## config.mk

```make
export PLATFORM = sky130hd
export DESIGN_NAME = fact_ctl
export DESIGN_NICKNAME = d
export VERILOG_FILES = /design/src/design/fact_pkg.sv /design/src/design/fact_alarm_queue.sv /design/src/design/fact_ctl.sv
export VERILOG_INCLUDE_DIRS = /design/src /design/src/design
export SDC_FILE = /design/constraint.sdc
export NUM_CORES = 1
export LEC_CHECK = 0
export ABC_AREA = 1
export BUFFER_PORTS_ARGS = -buffer_cell sky130_fd_sc_hd__buf_4
export CAP_MARGIN = 20
export CORE_AREA = 2 2 302 304
export DETAILED_ROUTE_END_ITERATION = 7
export DIE_AREA = 0 0 304 306
export HOLD_SLACK_MARGIN = 0.05
export PLACE_DENSITY_LB_ADDON = 0.08
export SLEW_MARGIN = 20
export SYNTH_ARGS = -nofsm -noshare
export SYNTH_HDL_FRONTEND = slang
export SYNTH_SLANG_ARGS = --single-unit
export TNS_END_PERCENT = 50
```

## constraint.sdc

```tcl
create_clock -name pclk -period 6.1 [get_ports pclk]
set_input_delay 0.61 -clock pclk [delete_from_list [all_inputs] [get_ports pclk]]
set_output_delay 0.61 -clock pclk [all_outputs]
set_load 0.005 [all_outputs]
```

## src/design/fact_cfg.svh

```systemverilog
// constants for the fault alarm, cycle time and trace control block
// assumes inclusion by bare name from the design modules
`ifndef FACT_CFG_SVH
`define FACT_CFG_SVH

// ==========================================================================
// register byte offsets
`define FACT_OFF_ALARM 8'h00
`define FACT_OFF_CTRL 8'h04
`define FACT_OFF_TSEL 8'h08
`define FACT_OFF_TIVL 8'h0c
`define FACT_OFF_STAT 8'h10
`define FACT_OFF_MINC 8'h14

// ==========================================================================
// field positions
`define FACT_CTRL_SAMP_BIT 15
`define FACT_CTRL_TRACE_BIT 14
`define FACT_CTRL_CLRHALT_BIT 0
`define FACT_STAT_ERR_BIT 0
`define FACT_STAT_HALT_BIT 1
`define FACT_STAT_PAD_BIT 2
`define FACT_STAT_MSG_BIT 3
`define FACT_ALARM_FATAL_BIT 8

// ==========================================================================
// reset values
`define FACT_TSEL_RST 15'h7fff
`define FACT_TIVL_RST 10'h000
`define FACT_MINC_RST 10'h000

// ==========================================================================
// timing: one tenth of a millisecond at a 40 ns clock
`define FACT_TENTH_NS 100000
`define FACT_CLK_NS 40
`define FACT_TENTH_CYC (`FACT_TENTH_NS / `FACT_CLK_NS)
`define FACT_FLASH_TENTHS 5000

// ==========================================================================
// system alarm codes in recall order
`define FACT_SYS_9A 8'h9a
`define FACT_SYS_9B 8'h9b
`define FACT_SYS_9D 8'h9d
`define FACT_SYS_8A 8'h8a
`define FACT_SYS_8B 8'h8b

`endif

```

## src/design/fact_pkg.sv

```systemverilog
// types shared by the fault alarm, cycle time and trace control block
// assumes fact_cfg.svh is on the include path
package fact_pkg;
  // instruction codes presented by the program executor
  typedef enum logic [2:0] {
    OP_NONE = 3'h0,
    OP_NFAL = 3'h1,
    OP_FATAL = 3'h2,
    OP_MINCYC = 3'h3,
    OP_TRSM = 3'h4,
    OP_MSG = 3'h5,
    OP_END = 3'h6,
    OP_TRACE_SET = 3'h7
  } fact_op_e;

  // cycle sequencer states, gray along run -> pad -> halt
  typedef enum logic [1:0] {
    CYC_RUN = 2'b00,
    CYC_PAD = 2'b01,
    CYC_HALT = 2'b11
  } fact_cyc_e;
endpackage

```

## src/design/fact_alarm_queue.sv

```systemverilog
// alarm code queue: one code shown, all others pending in flops
// assumes post and recall are single-cycle strobes on pclk
`timescale 1ns/100ps
`include "fact_cfg.svh"
module fact_alarm_queue
  import fact_pkg::*;
(
  // clock and reset
  input wire logic pclk,
  input wire logic presetn,
  // requests
  input wire logic post_valid,
  input wire logic [7:0] post_code,
  input wire logic recall,
  // shown code
  output logic [7:0] field
);
  logic [255:0] pend_ff;
  logic [7:0] field_ff;
  logic [7:0] nxt_sel;
  logic any_pend;
  logic direct;
  logic [7:0] nxt_field;

  // ==========================================================================
  // selection of the next code to show
  assign any_pend = |pend_ff;
  assign direct = post_valid & ((field_ff == 8'h00) | (recall & ~any_pend));

  // lowest priority first so that the highest one overwrites
  always_comb begin
    nxt_sel = 8'h00;
    for (int i = 99; i >= 1; i--) begin
      if (pend_ff[8'((i / 10) * 16 + (i % 10))]) begin
        nxt_sel = 8'((i / 10) * 16 + (i % 10));
      end
    end
    if (pend_ff[`FACT_SYS_8B]) nxt_sel = `FACT_SYS_8B;
    if (pend_ff[`FACT_SYS_8A]) nxt_sel = `FACT_SYS_8A;
    if (pend_ff[`FACT_SYS_9D]) nxt_sel = `FACT_SYS_9D;
    if (pend_ff[`FACT_SYS_9B]) nxt_sel = `FACT_SYS_9B;
    if (pend_ff[`FACT_SYS_9A]) nxt_sel = `FACT_SYS_9A;
  end

  // shown code: recall moves the next pending one up, else zero
  assign nxt_field = direct ? post_code :
                     recall ? (any_pend ? nxt_sel : 8'h00) : field_ff;

  always_ff @(posedge pclk or negedge presetn) begin
    if (!presetn) begin
      field_ff <= 8'h00;
    end else begin
      field_ff <= nxt_field;
    end
  end

  // ==========================================================================
  // one pending flag per code; a new post wins over a recall clear
  for (genvar g = 0; g < 256; g++) begin : g_pend
    always_ff @(posedge pclk or negedge presetn) begin
      if (!presetn) begin
        pend_ff[g] <= 1'b0;
      end else if (post_valid && !direct && post_code == 8'(g) && field_ff != 8'(g)) begin
        pend_ff[g] <= 1'b1;
      end else if (recall && any_pend && nxt_sel == 8'(g)) begin
        pend_ff[g] <= 1'b0;
      end
    end
  end

  assign field = field_ff;
endmodule

```

## src/design/fact_ctl.sv

```systemverilog
// fault alarm, minimum cycle time and trace sampling control
// assumes an apb master on pclk and a program executor on pclk
//
// Contract
// - alarm instruction with true condition writes its code to alarm field bits 7..0
// - only codes 01 to 99 from the definer operand are accepted
// - non-fatal alarm flashes the indicator and the cycle keeps running
// - fatal alarm lights the indicator steadily and halts operation
// - all pending codes are queued, one shown at a time; a user code posted in the same cycle as a system alarm is dropped
// - non-fatal alarm with code zero shows the next queued code
// - recall order: earliest, then 9a 9b 9d 8a 8b, then 01 to 99
// - the zero-code alarm also clears a posted user message
// - minimum cycle operand counts tenths of a millisecond
// - a short cycle is padded until the minimum has passed
// - a long cycle starts the next one with no padding
// - error flag on non-bcd operand or bad indirect word
// - sampling start bit and trace start bit govern trace sampling
// - trace sample instruction ignores its execution condition
// - trace start bit set records data; program or host may set it
// - a sample holds up to 12 bits and 3 words chosen by host
// - a sample is taken at each trace sample instruction; the code takes none while a host timer interval is set
// - with no trace sample instruction, sample at program end
// - a host timer interval samples regularly, apart from the cycle
//
// Added by the designer: the address map and register access over APB.
`timescale 1ns/100ps
`include "fact_cfg.svh"
module fact_ctl
  import fact_pkg::*;
#(
  parameter int TRACE_BITS = 12,
  parameter int TRACE_WORDS = 3,
  parameter int FLASH_TENTHS = `FACT_FLASH_TENTHS
) (
  // clock and reset
  input wire logic pclk,
  input wire logic presetn,
  // apb slave
  input wire logic [7:0] paddr,
  input wire logic psel,
  input wire logic penable,
  input wire logic pwrite,
  input wire logic [31:0] pwdata,
  output logic [31:0] prdata,
  output logic pready,
  output logic pslverr,
  // program executor
  input wire logic instr_valid,
  input wire fact_op_e instr_op,
  input wire logic instr_cond,
  input wire logic [15:0] instr_operand,
  input wire logic instr_ind_bad,
  // system alarms
  input wire logic sys_alarm_valid,
  input wire logic [7:0] sys_alarm_code,
  // cycle control
  output logic cycle_start,
  output logic halt,
  // alarm indication
  output logic [7:0] alarm_field,
  output logic alarm_led,
  output logic msg_posted,
  output logic instr_error_flag,
  // trace capture
  input wire logic [TRACE_BITS-1:0] trace_bits_in,
  input wire logic [TRACE_WORDS*16-1:0] trace_words_in,
  output logic trace_wr,
  output logic [TRACE_BITS-1:0] trace_bits,
  output logic [TRACE_WORDS*16-1:0] trace_words
);
  localparam logic [11:0] TENTH_CYC = 12'(`FACT_TENTH_CYC);

  logic samp_ff, trc_ff, halt_ff, err_ff, msg_ff, fatal_ff, led_ff, flash_ff;
  logic trsm_seen_ff, cyc_start_ff, trace_wr_ff;
  logic [14:0] tsel_ff;
  logic [9:0] tivl_ff, ivl_cnt_ff, min_ff, elapsed_ff;
  logic [11:0] tick_cnt_ff;
  logic [12:0] flash_cnt_ff;
  logic [31:0] prdata_ff;
  logic [TRACE_BITS-1:0] tbits_ff;
  logic [TRACE_WORDS*16-1:0] twords_ff;
  fact_cyc_e cyc_ff, nxt_cyc;
  logic [7:0] field_w;

  // ==========================================================================
  // apb decode
  wire wr_acc = psel & penable & pwrite;
  wire setup = psel & ~penable;
  wire hit_alarm = paddr == `FACT_OFF_ALARM;
  wire hit_ctrl = paddr == `FACT_OFF_CTRL;
  wire hit_tsel = paddr == `FACT_OFF_TSEL;
  wire hit_tivl = paddr == `FACT_OFF_TIVL;
  wire hit_stat = paddr == `FACT_OFF_STAT;
  wire hit_minc = paddr == `FACT_OFF_MINC;
  wire hit_any = hit_alarm | hit_ctrl | hit_tsel | hit_tivl | hit_stat | hit_minc;
  wire wr_ctrl = wr_acc & hit_ctrl;
  wire wr_stat = wr_acc & hit_stat;
  wire clr_halt = wr_ctrl & pwdata[`FACT_CTRL_CLRHALT_BIT];
  wire clr_err = wr_stat & pwdata[`FACT_STAT_ERR_BIT];

  // read data selection
  wire [31:0] rd_mux =
    hit_alarm ? {23'h0, fatal_ff, field_w} :
    hit_ctrl ? {16'h0, samp_ff, trc_ff, 14'h0} :
    hit_tsel ? {17'h0, tsel_ff} :
    hit_tivl ? {22'h0, tivl_ff} :
    hit_stat ? {28'h0, msg_ff, cyc_ff == CYC_PAD, halt_ff, err_ff} :
    hit_minc ? {22'h0, min_ff} : 32'h0;

  assign pready = 1'b1;
  assign pslverr = psel & penable & ~hit_any;
  assign prdata = prdata_ff;

  // read data captured in the setup cycle
  always_ff @(posedge pclk or negedge presetn) begin
    if (!presetn) begin
      prdata_ff <= 32'h0;
    end else if (setup) begin
      prdata_ff <= rd_mux;
    end
  end

  // ==========================================================================
  // instruction decode
  wire is_nfal = instr_valid & (instr_op == OP_NFAL) & instr_cond;
  wire is_fatal = instr_valid & (instr_op == OP_FATAL) & instr_cond;
  wire is_minc = instr_valid & (instr_op == OP_MINCYC) & instr_cond;
  wire is_trsm = instr_valid & (instr_op == OP_TRSM);
  wire is_msg = instr_valid & (instr_op == OP_MSG) & instr_cond;
  wire is_end = instr_valid & (instr_op == OP_END);
  wire is_tset = instr_valid & (instr_op == OP_TRACE_SET);
  wire [7:0] code = instr_operand[7:0];
  wire code_ok = (code[7:4] <= 4'h9) & (code[3:0] <= 4'h9) & (code != 8'h00);
  wire recall = is_nfal & (code == 8'h00);
  wire usr_post = (is_nfal | is_fatal) & code_ok;
  wire post_valid = sys_alarm_valid | usr_post;
  wire [7:0] post_code = sys_alarm_valid ? sys_alarm_code : code;

  // ==========================================================================
  // alarm queue and field
  fact_alarm_queue u_queue (
    .pclk(pclk),
    .presetn(presetn),
    .post_valid(post_valid),
    .post_code(post_code),
    .recall(recall),
    .field(field_w)
  );
  assign alarm_field = field_w;

  // halt, message and fatal marker
  always_ff @(posedge pclk or negedge presetn) begin
    if (!presetn) begin
      halt_ff <= 1'b0;
      fatal_ff <= 1'b0;
      msg_ff <= 1'b0;
    end else begin
      halt_ff <= (is_fatal & code_ok) | (halt_ff & ~clr_halt);
      fatal_ff <= (is_fatal & code_ok) | (fatal_ff & ~clr_halt);
      msg_ff <= is_msg | (msg_ff & ~recall);
    end
  end

  // ==========================================================================
  // tenth-of-millisecond tick
  wire tenth_tick = tick_cnt_ff == TENTH_CYC - 12'd1;

  always_ff @(posedge pclk or negedge presetn) begin
    if (!presetn) begin
      tick_cnt_ff <= 12'h0;
    end else begin
      tick_cnt_ff <= tenth_tick ? 12'h0 : tick_cnt_ff + 12'd1;
    end
  end

  // indicator: steady while halted, flashing while a code is shown
  wire flash_wrap = flash_cnt_ff == 13'(FLASH_TENTHS - 1);

  always_ff @(posedge pclk or negedge presetn) begin
    if (!presetn) begin
      flash_cnt_ff <= 13'h0;
      flash_ff <= 1'b0;
      led_ff <= 1'b0;
    end else begin
      if (tenth_tick) begin
        flash_cnt_ff <= flash_wrap ? 13'h0 : flash_cnt_ff + 13'd1;
      end
      if (tenth_tick && flash_wrap) begin
        flash_ff <= ~flash_ff;
      end
      led_ff <= halt_ff | ((field_w != 8'h00) & flash_ff);
    end
  end

  // ==========================================================================
  // minimum cycle operand: bcd check and three-digit conversion
  wire bcd_ok = (instr_operand[15:12] <= 4'h9) & (instr_operand[11:8] <= 4'h9) &
                (instr_operand[7:4] <= 4'h9) & (instr_operand[3:0] <= 4'h9);
  wire [9:0] mi_bin = 10'({6'h0, instr_operand[11:8]} * 10'd100 +
                          {6'h0, instr_operand[7:4]} * 10'd10 +
                          {6'h0, instr_operand[3:0]});
  wire min_bad = is_minc & (~bcd_ok | instr_ind_bad);

  // error flag: a new error wins over a software clear
  always_ff @(posedge pclk or negedge presetn) begin
    if (!presetn) begin
      err_ff <= 1'b0;
      min_ff <= `FACT_MINC_RST;
    end else begin
      err_ff <= min_bad | (err_ff & ~clr_err);
      if (is_minc && !min_bad) begin
        min_ff <= mi_bin;
      end
    end
  end

  // ==========================================================================
  // cycle sequencer: pads short cycles, waits out a halt
  wire min_met = elapsed_ff >= min_ff;
  wire go = (cyc_ff == CYC_RUN & is_end & min_met) | (cyc_ff == CYC_PAD & min_met) |
            (cyc_ff == CYC_HALT & ~halt_ff);

  always_comb begin
    nxt_cyc = cyc_ff;
    case (cyc_ff)
      CYC_RUN: begin
        if (halt_ff) begin
          nxt_cyc = CYC_HALT;
        end else if (is_end && !min_met) begin
          nxt_cyc = CYC_PAD;
        end
      end
      CYC_PAD: begin
        if (halt_ff) begin
          nxt_cyc = CYC_HALT;
        end else if (min_met) begin
          nxt_cyc = CYC_RUN;
        end
      end
      CYC_HALT: begin
        if (!halt_ff) begin
          nxt_cyc = CYC_RUN;
        end
      end
      default: begin
        nxt_cyc = CYC_RUN;
      end
    endcase
  end

  always_ff @(posedge pclk or negedge presetn) begin
    if (!presetn) begin
      cyc_ff <= CYC_RUN;
      cyc_start_ff <= 1'b0;
      elapsed_ff <= 10'h0;
    end else begin
      cyc_ff <= nxt_cyc;
      cyc_start_ff <= go & ~halt_ff;
      if (go) begin
        elapsed_ff <= 10'h0;
      end else if (tenth_tick && elapsed_ff != 10'h3ff) begin
        elapsed_ff <= elapsed_ff + 10'd1;
      end
    end
  end

  assign cycle_start = cyc_start_ff;
  assign halt = halt_ff;
  assign alarm_led = led_ff;
  assign msg_posted = msg_ff;
  assign instr_error_flag = err_ff;

  // ==========================================================================
  // trace control bits and host settings
  always_ff @(posedge pclk or negedge presetn) begin
    if (!presetn) begin
      samp_ff <= 1'b0;
      trc_ff <= 1'b0;
      tsel_ff <= `FACT_TSEL_RST;
      tivl_ff <= `FACT_TIVL_RST;
    end else begin
      if (wr_ctrl) begin
        samp_ff <= pwdata[`FACT_CTRL_SAMP_BIT];
      end
      if (is_tset) begin
        trc_ff <= instr_cond;
      end else if (wr_ctrl) begin
        trc_ff <= pwdata[`FACT_CTRL_TRACE_BIT];
      end
      if (wr_acc && hit_tsel) begin
        tsel_ff <= pwdata[14:0];
      end
      if (wr_acc && hit_tivl) begin
        tivl_ff <= pwdata[9:0];
      end
    end
  end

  // ==========================================================================
  // trace triggers
  wire armed = samp_ff & trc_ff;
  wire ivl_on = tivl_ff != 10'h0;
  wire ivl_hit = ivl_on & tenth_tick & (ivl_cnt_ff >= tivl_ff - 10'd1);
  wire end_smp = is_end & ~trsm_seen_ff;
  wire trig = armed & (ivl_on ? ivl_hit : (is_trsm | end_smp));

  always_ff @(posedge pclk or negedge presetn) begin
    if (!presetn) begin
      ivl_cnt_ff <= 10'h0;
      trsm_seen_ff <= 1'b0;
    end else begin
      if (!ivl_on || ivl_hit) begin
        ivl_cnt_ff <= 10'h0;
      end else if (tenth_tick) begin
        ivl_cnt_ff <= ivl_cnt_ff + 10'd1;
      end
      trsm_seen_ff <= trsm_seen_ff | is_trsm;
    end
  end

  // ==========================================================================
  // sample capture, masked by the host's selection
  always_ff @(posedge pclk or negedge presetn) begin
    if (!presetn) begin
      trace_wr_ff <= 1'b0;
      tbits_ff <= '0;
    end else begin
      trace_wr_ff <= trig;
      if (trig) begin
        tbits_ff <= trace_bits_in & tsel_ff[TRACE_BITS-1:0];
      end
    end
  end

  // one capture word per trace word, zero unless selected by the host
  for (genvar w = 0; w < TRACE_WORDS; w++) begin : g_word
    always_ff @(posedge pclk or negedge presetn) begin
      if (!presetn) begin
        twords_ff[w*16 +: 16] <= 16'h0;
      end else if (trig) begin
        twords_ff[w*16 +: 16] <= tsel_ff[TRACE_BITS + w] ? trace_words_in[w*16 +: 16] : 16'h0;
      end
    end
  end

  assign trace_wr = trace_wr_ff;
  assign trace_bits = tbits_ff;
  assign trace_words = twords_ff;
endmodule

```

==> flow_summary.json, run 1 <==
{
  "status": "completed",
  "cts_sinks": 433,
  "reg2reg_to": "u_queue.pend_ff[155]",
  "startpoint_type": "register",
  "ir_drop_mv": 0.2208,
  "coreArea_sq_um": 89600,
  "hold_path.startpoint": "pwdata[15]",
  "htreeDepth": 2,
  "fin_crit_sh_pct": 88.67,
  "wl_met2_um": 42340,
  "critPathCaptureType": "register",
  "report.final.slew_viol_count": 0,
  "r2r_cells": 29,
  "wl_um": 90100,
  "ctsLongestPathBuffers": 3,
  "slowest_stage": "a2111oi_0",
  "mostFrequentLayoutCells": "nand2_1 (686), dfrtp_1 (418), inv_1 (333)",
  "hold_class": "in -> reg",
  "netlist.area_leader.share_pct": 46.95,
  "top_layer_used": "met5",
  "worstMarginPinSlew_ps": 1105,
  "fin_nets": 3155,
  "cpMostUsedCell": "nand2_1",
  "antenna_found_initial": 2,
  "place_area_sq_um": 25520,
  "max_freq_mhz": 184.9,
  "crit_type": "reg -> reg",
  "crit_path_max_incr_delay_ps": 510,
  "async_reset_ff_share_pct": 100.0,
  "num_vias": 19924,
  "path_delay_family": "compound AO/OA/AOI/OAI gates",
  "setup_viol": 0,
  "fin_crit_ps": 5409,
  "yosys.area.top_type": "dfrtp_1",
  "grt_pass1_wl_um": 133900,
  "r2r-start": "u_queue.pend_ff[113]",
  "grt_max_degree": 144,
  "finClkSkew_ps": 24.62,
  "finalHoldViolations": 0,
  "rsz0062_at_grt": "yes",
  "worst-path-stages": 29,
  "path_buf_inv": 3,
  "dp_hpwl_um": 64300,
  "die_y_um": 306,
  "r2r_slack_ps": 690,
  "drc": 0,
  "die_area_sq_um": 93020,
  "drive_gt1_share_pct": 19.19,
  "drtAntennaViolNets": 0,
  "final_area_sq_um": 27500,
  "drtPass1Iterations": 5,
  "total_power_mw": 7.583,
  "cts_buffers": 54,
  "place_congestion": 0.8893,
  "crit_arrival_ps": 5900,
  "whs_endpoint": "samp_ff",
  "drt-initial-drc-count": 1401,
  "clockRootBuffer": "clkbuf_16",
  "grtUsageTotal_pct": 19.18,
  "maxCapViolations": 0,
  "leakagePower_nw": 13.01,
  "final_common_cell": "nand2_1",
  "whs_ps": 230.2,
  "syn_area_per_cell_sq_um": 8.202,
  "cp.required_ps": 6590,
  "wl_met3_um": 3976,
  "clk_pin_slew_worst_paths_ps": 50,
  "wl_met1_um": 41650,
  "synthCells": 2716,
  "vias_per_cell": 4.762,
  "hold-path-cell-count": 2,
  "insertion_delay_ps": 620,
  "path_max_fanout": 12,
  "fillCellCount": 9504,
  "wl_per_cell_um": 21.53,
  "start_util_pct": 24.86,
  "synth_warnings": 0,
  "die_x_um": 304,
  "grt_pass1_vias": 20150,
  "rows": 110,
  "ys_seq_area_share_pct": 48.72,
  "ys_ff_latch": 433,
  "area_growth_syn_to_layout_pct": 23.44,
  "synth_edf_count": 0,
  "synth_area_leaders": "dfrtp_1 (47%), nand2_1 (12%), inv_1 (5.6%)",
  "synth.distinct_cells": 51,
  "netlist_area_sq_um": 22280,
  "ys.flop_type": "dfrtp_1",
  "relSlewSlack_pct": 26.23,
  "cts_tree": "built",
  "ios": 244,
  "p_per_area_nw_per_um2": 275.8,
  "io_buffer_count": 209,
  "grt-ovfl-total": 0
}
-- routing by layer --
| layer | track usage (%) | vias to the layer above |
|---|---|---|
| met5 | 0 | - |
| met4 | 5.207 | 2 |
| met3 | 2.419 | 112 |
| met2 | 31.86 | 445 |
| met1 | 26.25 | 9834 |
| li1 | - | 9531 |
-- registers in the layout, summed over array words and instances, names as in the netlist, 2 cells and up --
register / cells
ivl_cnt_ff: 10
elapsed_ff: 10
u_queue.field: 8
flash_cnt_ff: 13
trace_words: 48
u_queue.pend_ff: 256
tivl_ff: 10
cyc_ff: 2
trace_bits: 12
tsel_ff: 15
prdata: 16
min_ff: 10
tick_cnt_ff: 12
-- cells in the mapped netlist (6+ instances only) --
| master | n |
|---|---|
| dfrtp_1 | 418 |
| nor2_1 | 213 |
| nor3_1 | 40 |
| ha_1 | 51 |
| o21a_1 | 9 |
| xor2_1 | 19 |
| o221ai_1 | 9 |
| xnor2_1 | 7 |
| a31o_2 | 142 |
| buf_4 | 17 |
| nor4_1 | 59 |
| clkbuf_1 | 78 |
| nand3_1 | 74 |
| dfstp_2 | 15 |
| o21bai_1 | 37 |
| inv_1 | 335 |
| a31oi_1 | 7 |
| nand2_1 | 694 |
| clkinv_1 | 10 |
| o21ai_0 | 233 |
| o21ai_1 | 50 |
| a221oi_1 | 8 |
| nand4_1 | 45 |
| a21oi_1 | 87 |
| o31ai_1 | 6 |
-- final cells by class --
| type | count | area [sq um] | share of cell area [%] |
|---|---|---|---|
| inverters | 345 | 1295 | 4.709 |
| well taps | 1176 | 1471 | 5.351 |
| clock inverters | 13 | 115.1 | 0.4186 |
| diodes | 1 | 2.502 | 0.009100 |
| clock buffers | 87 | 1637 | 5.951 |
| repair buffers | 275 | 2163 | 7.867 |
| flip-flops and latches | 433 | 10850 | 39.47 |
| multi-input cells | 1854 | 9961 | 36.22 |
-- power breakdown --
part	internal [mW]	switching, mW	total (mW)	leakage (nW)
combinational	0.427	0.692	1.12	6.50
clock	1.87	1.33	3.21	0.864
sequential	3.10	0.163	3.26	5.65
-- repair_timing --
| action | in CTS | in global routing |
|---|---|---|
| hold buffers | 1 | 0 |
| resized for setup | 0 | 32 |
| setup buffers | 0 | 4 |
| setup endpoints to repair | 0 | 77 |
| endpoints found under the hold margin | 3 | 0 |
-- logic make-up after synthesis --
| logic type | Yosys count | share of synthesized area [%] |
|---|---|---|
| AOI/OAI and AO/OA | 605 | 17.13 |
| xor gates and xnor gates | 26 | 1.022 |
| adders and majority gates | 56 | 3.314 |
| buffers and inverters | 444 | 7.818 |
| DFF | 433 | 48.72 |
| muxes | 2 | 0.09548 |
| other | 2 | 0.03371 |
| and+or+nand+nor | 1148 | 21.86 |
-- how the worst max path moves through the flow --
stage,endpoint,slack [ps],startpoint
after floorplan,u_queue.pend_ff[105],1690,u_queue.pend_ff[120]
after global placement,u_queue.pend_ff[0],530,u_queue.pend_ff[121]
after detailed placement,u_queue.pend_ff[0],610,u_queue.pend_ff[121]
after CTS,u_queue.pend_ff[0],580,u_queue.pend_ff[121]
after global routing,u_queue.pend_ff[85],-80,u_queue.pend_ff[120]
final,u_queue.pend_ff[155],690,u_queue.pend_ff[113]
-- per-stage QoR --
stage	TNS, ps	std cells	setup slack (ps)	utilization (%)
floorplan	0	2731	1692	-
global placement	0	4075	527.7	28.42
detailed placement	0	4077	605.2	28.49
CTS	0	4178	578.3	30.45
global route	-1706	4184	-77.57	30.69
finish	0	4184	691.3	30.69
No activity file was read; power rests on OpenSTA's default activity.
==> inputs of run 2 (changes only) <==
- PLACE_DENSITY_LB_ADDON: 0.08 -> default
==> run 2 against run 1 <==
  * Global-route usage shrank 2.4 points
  * Largest power group unchanged
  * Non-clock buffer count decreased by 10
  * Cell area down 0.75%
  * Fmax up 0.78%
  * Utilization is 0.23 points lower
  * Combinational power down 4%
  * Wire length fell by 12%
  * Highest routed layer unchanged
  * Critical endpoint is now u_queue.pend_ff[157]
  * Flip-flop and latch count unchanged
  * Die area is the same
==> flow_summary.json, run 2 (synthesized netlist as in run 1, its figures left out) <==
{
  "status": "completed",
  "drive_gt1_share_pct": 18.40,
  "ir_drop_mv": 0.2106,
  "antenna_found_initial": 10,
  "internal_power_mw": 5.327,
  "largest_register": "u_queue.pend_ff",
  "r2r_cells": 13,
  "crit_arrival_ps": 5820,
  "vias_per_cell": 4.876,
  "hold_class": "in -> reg",
  "largest_register_ffs": 256,
  "area_growth_syn_to_layout_pct": 22.52,
  "insertion_delay_ps": 610,
  "r2r_slack_ps": 730,
  "crit_path_cell_trace": "nor4_1 -> nand4_1 -> nor4_1 -> nand4_1 -> or2_2 -> nand2_1 -> inv_1 -> nand2_1 -> clkinv_1 -> nand2_1 -> clkinv_1 -> nand3_1 -> o21ai_0",
  "critPathCaptureType": "register",
  "num_vias": 20285,
  "whs_endpoint": "tsel_ff[13]",
  "crit_type": "reg -> reg",
  "seq_area_sq_um": 10850,
  "grt_pass1_wl_um": 120900,
  "coreArea_sq_um": 89600,
  "place_congestion": 0.9685,
  "p_clk_share_pct": 41.5,
  "fillCellCount": 9489,
  "wl_per_cell_um": 19.16,
  "total_power_mw": 7.421,
  "slowest_stage": "nor4_1",
  "drc": 0,
  "fin_nets": 3138,
  "htreeDepth": 2,
  "combPwrFrac_pct": 14.5,
  "reg2reg_to": "u_queue.pend_ff[157]",
  "wl_um": 79700,
  "die_y_um": 306,
  "multi_input_area_sq_um": 9943,
  "final_area_sq_um": 27290,
  "io_buffer_count": 209,
  "fin_crit_sh_pct": 87.98,
  "grt_max_degree": 128,
  "switchingPower_mw": 2.094,
  "drt-initial-drc-count": 2122,
  "ios": 244,
  "worstMarginPinSlew_ps": 1123,
  "report.final.slew_viol_count": 0,
  "clockRootBuffer": "clkbuf_16",
  "finalHoldViolations": 0,
  "rows": 110,
  "place_area_sq_um": 25490,
  "die_area_sq_um": 93020,
  "hold-path-cell-count": 3,
  "drtAntennaViolNets": 0,
  "ctsLongestPathBuffers": 3,
  "path_max_fanout": 10,
  "startpoint_type": "register",
  "grtUsageTotal_pct": 16.79,
  "max_freq_mhz": 186.3,
  "r2r-start": "u_queue.pend_ff[129]",
  "p_sw_share_pct": 28.21,
  "antenna_cells": 0,
  "grt-ovfl-total": 0,
  "crit_path_max_incr_delay_ps": 750,
  "drtPass1Iterations": 6,
  "cpMostUsedCell": "nand2_1",
  "setup_viol": 0,
  "hold_path.startpoint": "pwdata[13]",
  "clk_pin_slew_worst_paths_ps": 60,
  "dp_hpwl_um": 57220,
  "leakagePower_nw": 12.91,
  "mostFrequentLayoutCells": "nand2_1 (692), dfrtp_1 (418), inv_1 (335)",
  "start_util_pct": 24.86,
  "die_x_um": 304,
  "cts_tree": "built",
  "whs_ps": 251.3,
  "final_common_cell": "nand2_1",
  "p_per_area_nw_per_um2": 271.9,
  "cts_buffers": 47,
  "grt_pass1_vias": 19461,
  "maxCapViolations": 0,
  "post-route-util_pct": 30.46,
  "power.share.sequential_pct": 44.0,
  "rsz0062_at_grt": "yes",
  "fin_crit_ps": 5367,
  "cts_sinks": 433,
  "cp.required_ps": 6550,
  "relSlewSlack_pct": 25.07,
  "finClkSkew_ps": 30.10
}
==> run 2: per-stage QoR <==
step / TNS, ps / std cells / setup slack [ps]
2_1_floorplan: 0 / 2731 / 1692
3_3_place_gp: 0 / 4065 / 613.3
3_5_place_dp: 0 / 4070 / 754.7
4_1_cts: 0 / 4158 / 674.2
5_1_grt: -42.61 / 4160 / -28.55
6_report: 0 / 4160 / 733.3
==> run 2: power groups by stage <==
stage	sequential, mW	combinational [mW]	clock (mW)
global placement	3.30	1.05	0
detailed placement	3.31	1.07	0
CTS	3.26	1.07	3.13
global route	3.29	1.20	3.24
finish	3.26	1.08	3.08
floorplan	3.25	0.635	0
==> run 2: metal layers <==
metal,track usage [%],wire (um),vias up
li1,-,-,9491
met1,23.18,35370,9854
met2,26.37,35590,773
met3,3.684,6528,155
met4,4.778,2141,12
met5,0,67,-
==> run 2: worst max-delay path by stage <==
stage                               startpoint                   end  slack (ps)  cells past startpoint
final                     u_queue.pend_ff[129]  u_queue.pend_ff[157]         730                     13
after global placement    u_queue.pend_ff[121]  u_queue.pend_ff[116]         610                     82
after global routing      u_queue.pend_ff[121]  u_queue.pend_ff[118]         -30                     84
after CTS                 u_queue.pend_ff[121]  u_queue.pend_ff[116]         670                     82
after floorplan           u_queue.pend_ff[120]  u_queue.pend_ff[105]        1690                     84
after detailed placement  u_queue.pend_ff[121]  u_queue.pend_ff[116]         750                     82
==> run 2: layout make-up <==
cell class	count	area share, %
inverters	345	4.745
flip-flops and latches	433	39.77
clock buffers	67	5.102
multi-input cells	1854	36.43
well taps	1176	5.391
clock inverters	20	0.9902
repair buffers	265	7.573
==> run 2: critical path, delay by kind of cell (launching register included) <==
kind                   cells  cell delay [ps]
AOI/OAI and AO/OA          1              150
buffers and inverters      3              990
DFF                        1              390
and+or+nand+nor            9             3690
==> run 2: timing repair <==
action | 4_1_cts | 5_1_grt
setup endpoints to repair | 0 | 63
resized for setup | 0 | 19
hold endpoints to repair | 65 | 0
hold buffers | 1 | 0
setup buffers | 0 | 1
